--- src/shared/pdss_pkg.sv ---
// Package of constants and carrier types for the power-down and strap block
`default_nettype none
package pdss_pkg;
	// Timing: shortest power-down pulse that counts as a hard reset
	localparam int CLK_PERIOD_PS = 8000;
	localparam int MIN_PD_PULSE_NS = 200;
	// Least time rounds up to whole cycles
	localparam int MIN_PD_CYCLES =
		(MIN_PD_PULSE_NS * 1000 + CLK_PERIOD_PS - 1) / CLK_PERIOD_PS;
	localparam int PD_CNT_W = 6;
	// Default length of the calibration and PLL start-up phase, in cycles
	localparam int STARTUP_CYCLES = 64;
	localparam int STARTUP_CNT_W = 16;
	// Interface select encoding
	localparam logic IFACE_I2C = 1'h0;
	localparam logic IFACE_SPI = 1'h1;
	// Strap page code width and overlay page code
	localparam int PAGE_W = 2;
	localparam logic [2:0] PAGE_OVERLAY = 3'h4;

	typedef enum logic [1:0] {
		PDSS_OFF = 2'h0,
		PDSS_POR = 2'h1,
		PDSS_START = 2'h2,
		PDSS_RUN = 2'h3
	} pdss_state_t;

	// Power-on reset conditions from the analog monitors
	typedef struct packed {
		logic core_supply_ok;
		logic pd_above_vih;
	} pdss_por_t;

	// Start-up configuration caught from the straps
	typedef struct packed {
		logic iface_spi;
		logic [2:0] page;
	} pdss_cfg_t;
endpackage : pdss_pkg
`default_nettype wire

--- src/logic/pdss_top.sv ---
// Power-down pin handling, power-on reset gating and start-up strap capture
`timescale 1ns/1ps
`default_nettype none

module pdss_top #(
	parameter int STARTUP_LEN = pdss_pkg::STARTUP_CYCLES
) (
	// Clock and reset
	input wire logic core_clk,
	input wire logic reset_n,
	// Power-down pin and analog monitors
	input wire logic power_down_n,
	input wire pdss_pkg::pdss_por_t por_in,
	// Start-up straps
	input wire logic interface_select_strap,
	input wire logic page_select_strap_a,
	input wire logic page_select_strap_b,
	// Overlay and soft reset controls
	input wire logic overlay_valid,
	input wire logic soft_reset,
	// Status outputs
	output logic device_reset_n,
	output logic serial_enable,
	output logic calibrate,
	output logic running,
	output pdss_pkg::pdss_cfg_t cfg
);
	import pdss_pkg::*;

	typedef struct packed {
		logic [1:0] pd_sync;
		logic [1:0] strap_a_sync;
		logic [1:0] strap_b_sync;
		logic [1:0] iface_sync;
		logic [1:0] okc_sync;
		logic [1:0] okp_sync;
		logic pd_filt;
		logic [PD_CNT_W-1:0] low_cnt;
		pdss_state_t state;
		logic [STARTUP_CNT_W-1:0] st_cnt;
		pdss_cfg_t cfg;
		logic dev_rst_n;
		logic ser_en;
		logic cal;
		logic run;
	} pdss_regs_t;

	localparam logic [PD_CNT_W-1:0] PD_LIMIT = PD_CNT_W'(MIN_PD_CYCLES);
	localparam logic [STARTUP_CNT_W-1:0] ST_LAST =
		STARTUP_CNT_W'(STARTUP_LEN - 1);

	// Power-on contents: pin seen low, so the block starts powered down
	localparam pdss_regs_t RESET_REGS = '{
		pd_sync: 2'h0,
		strap_a_sync: 2'h0,
		strap_b_sync: 2'h0,
		iface_sync: 2'h0,
		okc_sync: 2'h0,
		okp_sync: 2'h0,
		pd_filt: 1'h0,
		low_cnt: '0,
		state: PDSS_OFF,
		st_cnt: '0,
		cfg: '0,
		dev_rst_n: 1'h0,
		ser_en: 1'h0,
		cal: 1'h0,
		run: 1'h0
	};

	// Shared entry into the calibration interval, from power-on or soft reset
	function automatic pdss_regs_t enter_startup(input pdss_regs_t r);
		pdss_regs_t n;
		n = r;
		n.st_cnt = '0;
		n.cal = 1'h1;
		n.run = 1'h0;
		n.state = PDSS_START;
		return n;
	endfunction : enter_startup

	// Common fall-back to reset; a pending calibration pulse is dropped too
	function automatic pdss_regs_t hold_reset(input pdss_regs_t r,
		input pdss_state_t next_state);
		pdss_regs_t n;
		n = r;
		n.state = next_state;
		n.dev_rst_n = 1'h0;
		n.run = 1'h0;
		n.cal = 1'h0;
		return n;
	endfunction : hold_reset

	// Page code from the straps; a programmed overlay wins over fixed pages
	function automatic logic [2:0] strap_page(input logic use_overlay,
		input logic sel_b, input logic sel_a);
		logic [2:0] page;
		if (use_overlay) begin
			page = PAGE_OVERLAY;
		end else begin
			page = {1'h0, sel_b, sel_a};
		end
		return page;
	endfunction : strap_page

	logic [1:0] rst_sync_q;
	logic rst_n;
	pdss_regs_t r_q;
	pdss_regs_t r_d;
	logic por_ok;

	// Reset release through two flip-flops
	// Release is synchronous so every state flop leaves reset together
	always_ff @(posedge core_clk or negedge reset_n) begin
		if (!reset_n) begin
			rst_sync_q <= 2'h0;
		end else begin
			rst_sync_q <= {rst_sync_q[0], 1'h1};
		end
	end
	assign rst_n = rst_sync_q[1];

	// Next-state logic for the whole block
	always_comb begin
		r_d = r_q;
		// Pins cross two flops; only stage one of each is read by stage two
		// Straps and monitors are pin levels too and get the same treatment
		r_d.pd_sync = {r_q.pd_sync[0], power_down_n};
		r_d.strap_a_sync = {r_q.strap_a_sync[0], page_select_strap_a};
		r_d.strap_b_sync = {r_q.strap_b_sync[0], page_select_strap_b};
		r_d.iface_sync = {r_q.iface_sync[0], interface_select_strap};
		r_d.okc_sync = {r_q.okc_sync[0], por_in.core_supply_ok};
		r_d.okp_sync = {r_q.okp_sync[0], por_in.pd_above_vih};
		// Low must persist for the full window; shorter glitches are dropped
		// Counting after the synchroniser costs only two cycles of latency
		if (r_q.pd_sync[1]) begin
			r_d.low_cnt = '0;
			r_d.pd_filt = 1'h1;
		end else if (r_q.low_cnt != PD_LIMIT) begin
			r_d.low_cnt = r_q.low_cnt + PD_CNT_W'(1);
		end else begin
			r_d.pd_filt = 1'h0;
		end
		r_d.cal = 1'h0;
		unique case (r_q.state)
			PDSS_OFF: begin
				// Waiting for the pin to rise again
				if (r_q.pd_filt) begin
					r_d.state = PDSS_POR;
				end
			end
			PDSS_POR: begin
				// Held here until both monitors report good levels
				if (por_ok) begin
					r_d.cfg.iface_spi = r_q.iface_sync[1];
					r_d.cfg.page = strap_page(overlay_valid,
						r_q.strap_b_sync[1], r_q.strap_a_sync[1]);
					r_d.dev_rst_n = 1'h1;
					r_d = enter_startup(r_d);
				end
			end
			PDSS_START: begin
				// Calibration and PLL start-up interval
				if (r_q.st_cnt == ST_LAST) begin
					r_d.state = PDSS_RUN;
					r_d.run = 1'h1;
				end else begin
					r_d.st_cnt = r_q.st_cnt + STARTUP_CNT_W'(1);
				end
			end
			PDSS_RUN: begin
				// Soft reset restarts calibration, straps are kept
				if (soft_reset) begin
					r_d = enter_startup(r_d);
				end
			end
		endcase
		// Core supply loss falls back to the power-on reset hold; a dip of
		// the pin alone is left to the filter, so short pulses cannot reset
		if (r_q.state != PDSS_OFF && !r_q.okc_sync[1]) begin
			r_d = hold_reset(r_d, PDSS_POR);
		end
		// Power-down overrides everything
		if (!r_q.pd_filt) begin
			r_d = hold_reset(r_d, PDSS_OFF);
		end
		// Serial port only answers outside power-down and reset
		r_d.ser_en = r_d.dev_rst_n && r_q.pd_filt;
	end

	// Power-on reset condition from synchronised monitors
	// Only read while waiting in POR; run-time loss uses the supply alone
	assign por_ok = r_q.okc_sync[1] && r_q.okp_sync[1];

	// State register
	always_ff @(posedge core_clk or negedge rst_n) begin
		if (!rst_n) begin
			r_q <= RESET_REGS;
		end else begin
			r_q <= r_d;
		end
	end

	// Outputs straight from flops
	// No output is decoded from state, so none can glitch at a transition
	assign device_reset_n = r_q.dev_rst_n;
	assign serial_enable = r_q.ser_en;
	assign calibrate = r_q.cal;
	assign running = r_q.run;
	assign cfg = r_q.cfg;
endmodule : pdss_top
`default_nettype wire

--- config.mk ---
export PLATFORM = sky130hd
export DESIGN_NAME = pdss_top
export DESIGN_NICKNAME = d
export VERILOG_FILES = /design/src/shared/pdss_pkg.sv /design/src/logic/pdss_top.sv
export SDC_FILE = /design/constraint.sdc
export NUM_CORES = 1
export LEC_CHECK = 0
export BUFFER_PORTS_ARGS = -buffer_cell sky130_fd_sc_hd__buf_2
export CORE_ASPECT_RATIO = 1.1
export CORE_MARGIN = 5
export CORE_UTILIZATION = 60
export DETAILED_ROUTE_END_ITERATION = 16
export GPL_TIMING_DRIVEN = 0
export PLACE_DENSITY = 0.8
export SETUP_SLACK_MARGIN = 0.2
export SLEW_MARGIN = 0
export SYNTH_ARGS = -nofsm -noshare
export SYNTH_HDL_FRONTEND = slang
export SYNTH_SLANG_ARGS = --single-unit
export TNS_END_PERCENT = 50
--- constraint.sdc ---
create_clock -name core_clk -period 2.1 [get_ports core_clk]
set_input_delay 0.105 -clock core_clk [delete_from_list [all_inputs] [get_ports core_clk]]
set_output_delay 0.105 -clock core_clk [all_outputs]
set_load 0.01 [all_outputs]
Word level (Yosys, flattened, before mapping)

Cells that the tools add are included.

Flip-flop bits (word level): 47
Bits of input ports: 10
Output and inout bits: 8
Logic and storage cells: 52

$add $sub $neg: 2
Equality and inequality tests: 9
Mux-type cells: 16
Reduce and logical (&&, ||, !) cells: 8

Operator list:

| operator                                               | number |
|---|---|
| two-way mux 26 bit                                     | 4 |
| case mux 16 bit (3 select lines)                       | 1 |
| adder 16 x 1 -> 16 bit (second input constant)         | 1 |
| equality test 16 x 6 -> 1 bit (second input constant)  | 1 |
| two-way mux 16 bit                                     | 1 |
| case mux 7 bit (2 select lines)                        | 1 |
| inequality test 4 bit (second input constant)          | 3 |
| case mux 2 bit (4 select lines)                        | 1 |
| two-way mux 7 bit                                      | 1 |
| adder 6 x 1 -> 6 bit (second input constant)           | 1 |
| two-way mux 6 bit                                      | 1 |
| inequality test 6 x 5 -> 1 bit (second input constant) | 1 |
| inequality test 5 x 1 -> 1 bit (second input constant) | 1 |
| equality test 2 bit (second input constant)            | 2 |
| two-way mux 2 bit                                      | 2 |
| AND reduction 4 bit                                    | 1 |
| logical AND 1 bit                                      | 3 |
| two-way mux 3 bit                                      | 1 |
| case mux 1 bit (3 select lines)                        | 1 |
| AND reduction 3 bit                                    | 1 |
| equality test 2 x 1 -> 1 bit (second input constant)   | 1 |
| zero test 2 bit                                        | 1 |
| two-way mux 1 bit                                      | 2 |
| nonzero test 2 bit                                     | 1 |
| zero test 1 bit                                        | 1 |

Logic depth before layout (Yosys ltp)

Gate-level depths: netlist (run 1).

Depth after elaboration: 6
Depth in mapped cells: 7
Mapped depth without buffers: 6

Worst setup path after synthesis (run 1)

Ideal clock, no wire load.

Kind: reg2reg
Start: reg r_q[8] (netlist name)
End: reg r_q[15] (netlist name)
Data arrival time: 1.582 ns
Setup slack: 0.442 ns
Stages on the path, launching flop included: 7
Buffers on the path: 0
Clock period less this slack: 1.658 ns
Cell sequence: dfrtp_1 > ha_1 > and3_1 > nand4_2 > nand2_1 > or3_1 > o21ai_1

Longest elaborated chain between the ends: 5
Elaborated cells on any way between the ends: 6
Those cells by class: add/sub: 1; eq/ne: 1; mux: 4

RTL lines:

| item                                                                           | line                             | source |
|---|---|---|
| start: declaration                                                             | pdss_top.sv:108                  | `pdss_regs_t r_q;` |
| start signal: assignment                                                       | pdss_top.sv:200                  | `r_q <= r_d;` |
| adder 16 x 1 -> 16 bit / equality test 16 x 6 -> 1 bit (equally long branches) | pdss_top.sv:168, pdss_top.sv:164 |  |
| two-way mux 16 bit (*)                                                         | pdss_top.sv:164                  | `if (r_q.st_cnt == ST_LAST) begin` |
| case mux 16 bit (3 select lines) (*)                                           | pdss_top.sv:145                  | `unique case (r_q.state)` |
| two-way mux 26 bit (*)                                                         | pdss_top.sv:180                  | `if (r_q.state != PDSS_OFF && !r_q.okc_sync[1]) begin` |
| two-way mux 26 bit (*)                                                         | pdss_top.sv:184                  | `if (!r_q.pd_filt) begin` |

Every way passes the cells marked *; elsewhere a longest branch is shown, timed or not.
A chain may end at the register's enable or synchronous reset.

Final worst setup path (run 1)

Start: reg r_q[8] (netlist name)
End: reg r_q[18] (netlist name)

The elaborated chain is that of the path after synthesis.

==> results.sh, run 1 <==
export IMPL_rsz0062_at_grt="false"
export IMPL_fin_skew_ns=0.0104
export IMPL_max_freq_mhz=559
export IMPL_peakVddDrop_mv=0.468
export IMPL_io_pins=18
export IMPL_design_area_um2=2350
export IMPL_regArea_um2=1150
export IMPL_r2r_slack_ns=0.31
export IMPL_syn_inst=198
export IMPL_fin_cells=267
export IMPL_cp_required_ns=2.34
export IMPL_yosys_most_used_dff="dfrtp_1"
export IMPL_grt_max_degree=45
export IMPL_path_clk_slew_ns=0.13
export IMPL_crit_buf_inv=1
export IMPL_placed_area_um2=2180
export IMPL_viasPerCell=5.73
export IMPL_cp_arrival_ns=2.03
export IMPL_final_setup_viol_count=0
export IMPL_die_w_um=65.7
export IMPL_syn_nets=211
export IMPL_r2r_end="r_q[18]"
export IMPL_hold_end="cfg[2]"
export IMPL_h_tree_depth=2
export IMPL_setup_tns_ns=0
export IMPL_cpPeakStageDelay_ns=0.42
export IMPL_cts_buffers=5
export IMPL_r2r_start="r_q[8]"
export IMPL_holdWs_ns=0.0122
export IMPL_fin_ws_ns=0.312
export IMPL_hold_viol=0
export IMPL_dp_hpwl_mm=2.64
export IMPL_postRouteWirelength_mm=3.87
export IMPL_pre_cts_ws_ns=0.166
export IMPL_yosysTopAreaCell="dfrtp_1"
export IMPL_ys_types=39
export IMPL_port_buffer_count=17
export IMPL_dpl_cell_count=251
export IMPL_status="finished clean"
export IMPL_track_usage_pct=18.7
export IMPL_via_count=1529
export IMPL_synth_common_cells="46 x dfrtp_1, 20 x nand2_1, 18 x o21ai_1"
export IMPL_gr_total_overflow=0
export IMPL_wl_per_cell_um=14.5
export IMPL_gp_congestion=0.871
export IMPL_maxCapViolCount=0
export IMPL_syn_area_per_cell_um2=10.3
export IMPL_synth_top_area_share_pct=56.3
export IMPL_final_util_pct=71.1
export IMPL_slowest_stage="dfrtp_1"
export IMPL_multi_input_area_um2=840
export IMPL_chipHeight_um=71.2
export IMPL_min_path_cells=2
export IMPL_hp_start="overlay_valid"
export IMPL_grt_pass1_vias=1594
export IMPL_syn_area_um2=2050
export IMPL_row_count=22
export IMPL_ys_warn_count=0
export IMPL_power_density_nw_per_um2=682
export IMPL_start_kind="flop"
export IMPL_leakage_nw=1.05
export IMPL_n_antenna_cell=0
export IMPL_ant_nets=0
export IMPL_layout_drive_gt1_share_pct=20.3
export IMPL_start_util_pct=61.9
export IMPL_max_slew_margin_pct=38.1
export IMPL_period_needed_ns=1.79
export IMPL_coreArea_um2=3300
export IMPL_worst_r2r_path_depth=7
export IMPL_nNetsFinal=243
export IMPL_path_delay_family="simple AND/OR/NAND/NOR gates"
export IMPL_synth_seq_area_share_pct=56.3
export IMPL_tightest_slew_ns=0.928
export IMPL_finalMaxSlewViolations=0
export IMPL_insertion_delay_ns=0.35
export IMPL_worstHoldPathType="in -> reg"
export IMPL_period_share_pct=85.1
export IMPL_synth_seq_cells=46
export IMPL_synthTopCellsByArea="dfrtp_1 56%, o21ai_1 4.4%, nand2_1 3.7%, a21oi_1 3.2%, nand3_1 2.9%"
export IMPL_synth_edf_count=0
export IMPL_cts_root_buffer="clkbuf_4"
export IMPL_antenna_found_initial=0
export IMPL_power_mw=1.60
export IMPL_grt_pass1_wl_mm=6.76
export IMPL_worst_setup_path_type="reg -> reg"
export IMPL_crit_cells=7
export IMPL_die_area_um2=4680
export IMPL_fill_cells=243
export IMPL_cp_max_fo=10
export IMPL_area_growth_pct=14.9
export IMPL_tritoncts="built"
export IMPL_ys_async_sr_fraction_pct=100
export IMPL_path_cells="ha_1 -> and3_2 -> nand4_4 -> o21ai_4 -> buf_6 -> o21ai_1 -> o41ai_1"
export IMPL_drt_iter0_drc=130
export IMPL_cts_sinks=46
export IMPL_cts_buffer_depth=2
export IMPL_yosysMostFrequentCell="dfrtp_1"
export IMPL_critPathCaptureType="flop"
export IMPL_route_detailed_drc=0
export IMPL_dr_pass1_iters=4
-- area by class of cell --
class | count | share of cell area, %
well taps | 36 | 1.92
flip-flops and latches | 46 | 49.0
clock buffers | 6 | 1.76
plain buffers | 10 | 2.77
multi-input cells | 134 | 35.7
inverters | 8 | 1.28
clock inverters | 2 | 0.586
repair buffers | 25 | 6.92
-- cell usage in the layout (no fill, tap or decap), types with 2 or more instances in the layout --
cell	n
clkbuf_1	4
mux2_2	3
xor2_1	4
nor2_1	14
nand4_1	2
or3_1	3
o21ai_0	6
dlygate4sd3_1	7
nand2b_1	5
clkbuf_4	5
xnor2_1	2
ha_1	3
nand2_1	19
o31ai_1	4
nor3_1	3
a31oi_1	2
nand3_1	12
o21ai_1	18
and3_1	2
buf_2	17
nor4_2	2
dfrtp_1	45
buf_4	6
inv_1	7
a21oi_1	13
-- state kept, by name, indices dropped and copies added, names as in the netlist --
name,flops
device_reset_n,1
calibrate,1
r_q,37
rst_sync_q,2
running,1
cfg,4
-- worst register-to-register path: cells and delay by family (launching register included) --
family	cells	cell delay, ns
adders and majority gates	1	0.24
AOI/OAI and AO/OA	3	0.42
DFF	1	0.42
buffers and inverters	1	0.17
and+or+nand+nor	2	0.43
-- metal layers --
metal	global-route usage, %	part of all wire [%]	vias up
met4	9.91	1.6	0
li1	-	-	748
met2	33.2	55	22
met5	0	0	-
met3	3.45	2.7	5
met1	21.1	41	754
-- worst max-delay path by stage --
stage	start	slack [ns]	end
after CTS	r_q[8]	0.21	r_q[18]
after global routing	r_q[8]	0.17	r_q[22]
after global placement	r_q[8]	0.21	r_q[23]
after floorplan	r_q[8]	0.44	r_q[15]
after detailed placement	r_q[8]	0.17	r_q[22]
final	r_q[8]	0.31	r_q[18]
-- cell families (layout without fill, tap and decap cells) --
kind of cell	Yosys count	count (layout)	synth area share, %
AOI/OAI and AO/OA	48	48	13.5
adders and majority gates	3	3	1.84
muxes	4	4	2.14
buffers and inverters	18	51	4.59
and+or+nand+nor	72	72	18.9
DFF	46	46	56.3
xor gates and xnor gates	6	6	2.57
other	1	1	0.183
-- power breakdown --
group	switching [mW]	total, mW	internal, mW
Sequential	0.0547	0.990	0.935
Clock	0.269	0.401	0.132
Combinational	0.101	0.211	0.110
Total	0.424	1.60	1.18
-- timing repair --
action,in CTS,in global routing
hold buffers,7,0
buffers inserted,0,1
pin swaps,0,2
hold endpoints to repair,8,0
endpoints found under the setup margin,3,12
resized for setup,1,8
Power figures use the tool's default switching activity.
==> run 2, diff against run 1 <==
--- a/config.mk
+++ b/config.mk
@@ -15,3 +15,2 @@
 export SETUP_SLACK_MARGIN = 0.2
-export SLEW_MARGIN = 0
 export SYNTH_ARGS = -nofsm -noshare
==> constraint.sdc (replaced) <==
create_clock -name core_clk -period 2.1 [get_ports core_clk]
set_input_delay 0.42 -clock core_clk [delete_from_list [all_inputs] [get_ports core_clk]]
set_output_delay 0.42 -clock core_clk [all_outputs]
set_load 0.01 [all_outputs]
==> run 2 against run 1 <==
  * Final cell count is 2.2% lower
  * Die area stayed put
  * First-iteration DRC count stayed put
  * Worst setup slack worse by 0.0011 ns
  * Non-clock buffer count is 6 lower
  * Sequential power hardly changed
  * Register-to-register slack hardly changed
  * Maximum frequency hardly changed
  * Cell area is 2.6% lower
  * Global-route usage is 0.50 points lower
  * Critical path type unchanged
  * Largest cell class unchanged
  * Largest power group unchanged
  * Highest routed layer unchanged
==> results.sh, run 2 (synthesis gave the netlist of run 1 again) <==
export IMPL_final_common_cell="dfrtp_1"
export IMPL_setup_tns_ns=0
export IMPL_r2r_end="r_q[18]"
export IMPL_r2r_start="r_q[8]"
export IMPL_fin_skew_ns=0.0128
export IMPL_h_tree_depth=2
export IMPL_layout_common_cells="45 x dfrtp_1, 19 x nand2_1, 18 x o21ai_1, 17 x buf_2, 14 x nor2_1"
export IMPL_critPathCaptureType="flop"
export IMPL_io_pins=18
export IMPL_tritoncts="built"
export IMPL_pre_cts_ws_ns=0.166
export IMPL_antenna_found_initial=0
export IMPL_grt_pass1_vias=1582
export IMPL_status="finished clean"
export IMPL_insertion_delay_ns=0.35
export IMPL_cp_required_ns=2.34
export IMPL_nNetsFinal=237
export IMPL_cts_root_buffer="clkbuf_4"
export IMPL_peakVddDrop_mv=0.467
export IMPL_rsz0062_at_grt="false"
export IMPL_die_area_um2=4680
export IMPL_cts_buffer_depth=2
export IMPL_fin_ws_ns=0.311
export IMPL_largest_reg_flops=37
export IMPL_grt_max_degree=45
export IMPL_maxCapViolCount=0
export IMPL_r2r_slack_ns=0.31
export IMPL_startpoint="r_q[8]"
export IMPL_worstHoldPathType="in -> reg"
export IMPL_cp_max_fo=10
export IMPL_track_usage_pct=18.2
export IMPL_worst_setup_path_type="reg -> reg"
export IMPL_dp_hpwl_mm=2.64
export IMPL_layout_drive_gt1_share_pct=20.9
export IMPL_fill_cells=257
export IMPL_regMostFlops="r_q"
export IMPL_worst_r2r_path_depth=7
export IMPL_hp_start="interface_select_strap"
export IMPL_max_slew_margin_pct=38.9
export IMPL_cts_buffers=5
export IMPL_slowest_stage="dfrtp_1"
export IMPL_cp_arrival_ns=2.03
export IMPL_n_antenna_cell=0
export IMPL_drt_iter0_drc=130
export IMPL_via_count=1511
export IMPL_final_setup_viol_count=0
export IMPL_min_path_cells=1
export IMPL_hold_viol=0
export IMPL_start_kind="flop"
export IMPL_path_clk_slew_ns=0.13
export IMPL_row_count=22
export IMPL_max_freq_mhz=559
export IMPL_port_buffer_count=17
export IMPL_chipHeight_um=71.2
export IMPL_ant_nets=0
export IMPL_power_density_nw_per_um2=695
export IMPL_finalMaxSlewViolations=0
export IMPL_die_w_um=65.7
export IMPL_cpPeakStageDelay_ns=0.42
export IMPL_viasPerCell=5.79
export IMPL_grt_pass1_wl_mm=6.58
export IMPL_period_needed_ns=1.79
export IMPL_hold_end="r_q[37]"
export IMPL_period_share_pct=85.2
export IMPL_route_detailed_drc=0
export IMPL_path_cells="ha_1 -> and3_2 -> nand4_4 -> o21ai_4 -> buf_6 -> o21ai_1 -> o41ai_1"
export IMPL_area_growth_pct=11.9
export IMPL_gp_congestion=0.871
export IMPL_postRouteWirelength_mm=3.73
export IMPL_dr_pass1_iters=4
export IMPL_gr_total_overflow=0
export IMPL_cts_sinks=46
export IMPL_leakage_nw=1.02
export IMPL_start_util_pct=61.9
export IMPL_tightest_slew_ns=0.917
export IMPL_coreArea_um2=3300
export IMPL_wl_per_cell_um=14.3
-- run 2: cell type report --
cell class | instances | area, µm² | share of cell area, %
multi-input combinational | 134 | 840 | 36.7
sequential | 46 | 1150 | 50.3
tap | 36 | 45.0 | 1.97
timing repair buffer | 19 | 103 | 4.48
inverter | 8 | 30.0 | 1.31
clock inverter | 2 | 13.8 | 0.601
buffer | 10 | 65.1 | 2.84
clock buffer | 6 | 41.3 | 1.80
-- run 2: how the worst max path moves through the flow --
stage | slack (ns) | cells past startpoint | end
2_1_floorplan | 0.44 | 6 | r_q[15]
3_3_place_gp | 0.21 | 6 | r_q[23]
3_5_place_dp | 0.17 | 6 | r_q[22]
4_1_cts | 0.21 | 7 | r_q[18]
5_1_grt | 0.17 | 7 | r_q[22]
6_report | 0.31 | 7 | r_q[18]
-- run 2: critical path: cells and delay by family (launching register included) --
| family | cells | cell delay (ns) |
|---|---|---|
| buf+inv | 1 | 0.17 |
| compound gates | 3 | 0.41 |
| fa+ha+maj | 1 | 0.24 |
| simple gates | 2 | 0.43 |
| flops | 1 | 0.42 |
-- run 2: through the flow --
step	hold WS [ns]	total power, mW	instances	utilization (%)	cell area, µm²
floorplan	0.124	1.13	198	-	2050
global placement	0.204	1.19	251	65.9	2180
detailed placement	0.208	1.20	251	65.9	2180
CTS	0.146	1.60	260	68.0	2240
global route	0.144	1.67	261	69.3	2290
finish	0.158	1.59	261	69.3	2290
-- run 2: power breakdown --
group	internal [mW]	switching, mW
clock network	0.132	0.268
logic	0.103	0.0983
registers	0.935	0.0541
-- run 2: per-layer routing --
layer	vias up	routed length, µm	track usage [%]
li1	738	-	-
met4	0	62	10.1
met3	5	128	3.45
met5	-	0	0
met1	740	1500	19.8
met2	28	2040	32.7
-- run 2: what timing repair did --
action	in CTS	in global routing
setup endpoints to repair	3	12
gates resized for setup	1	8
hold buffers	1	0
hold endpoints to repair	2	0
pin swaps	0	2
buffers inserted	0	1
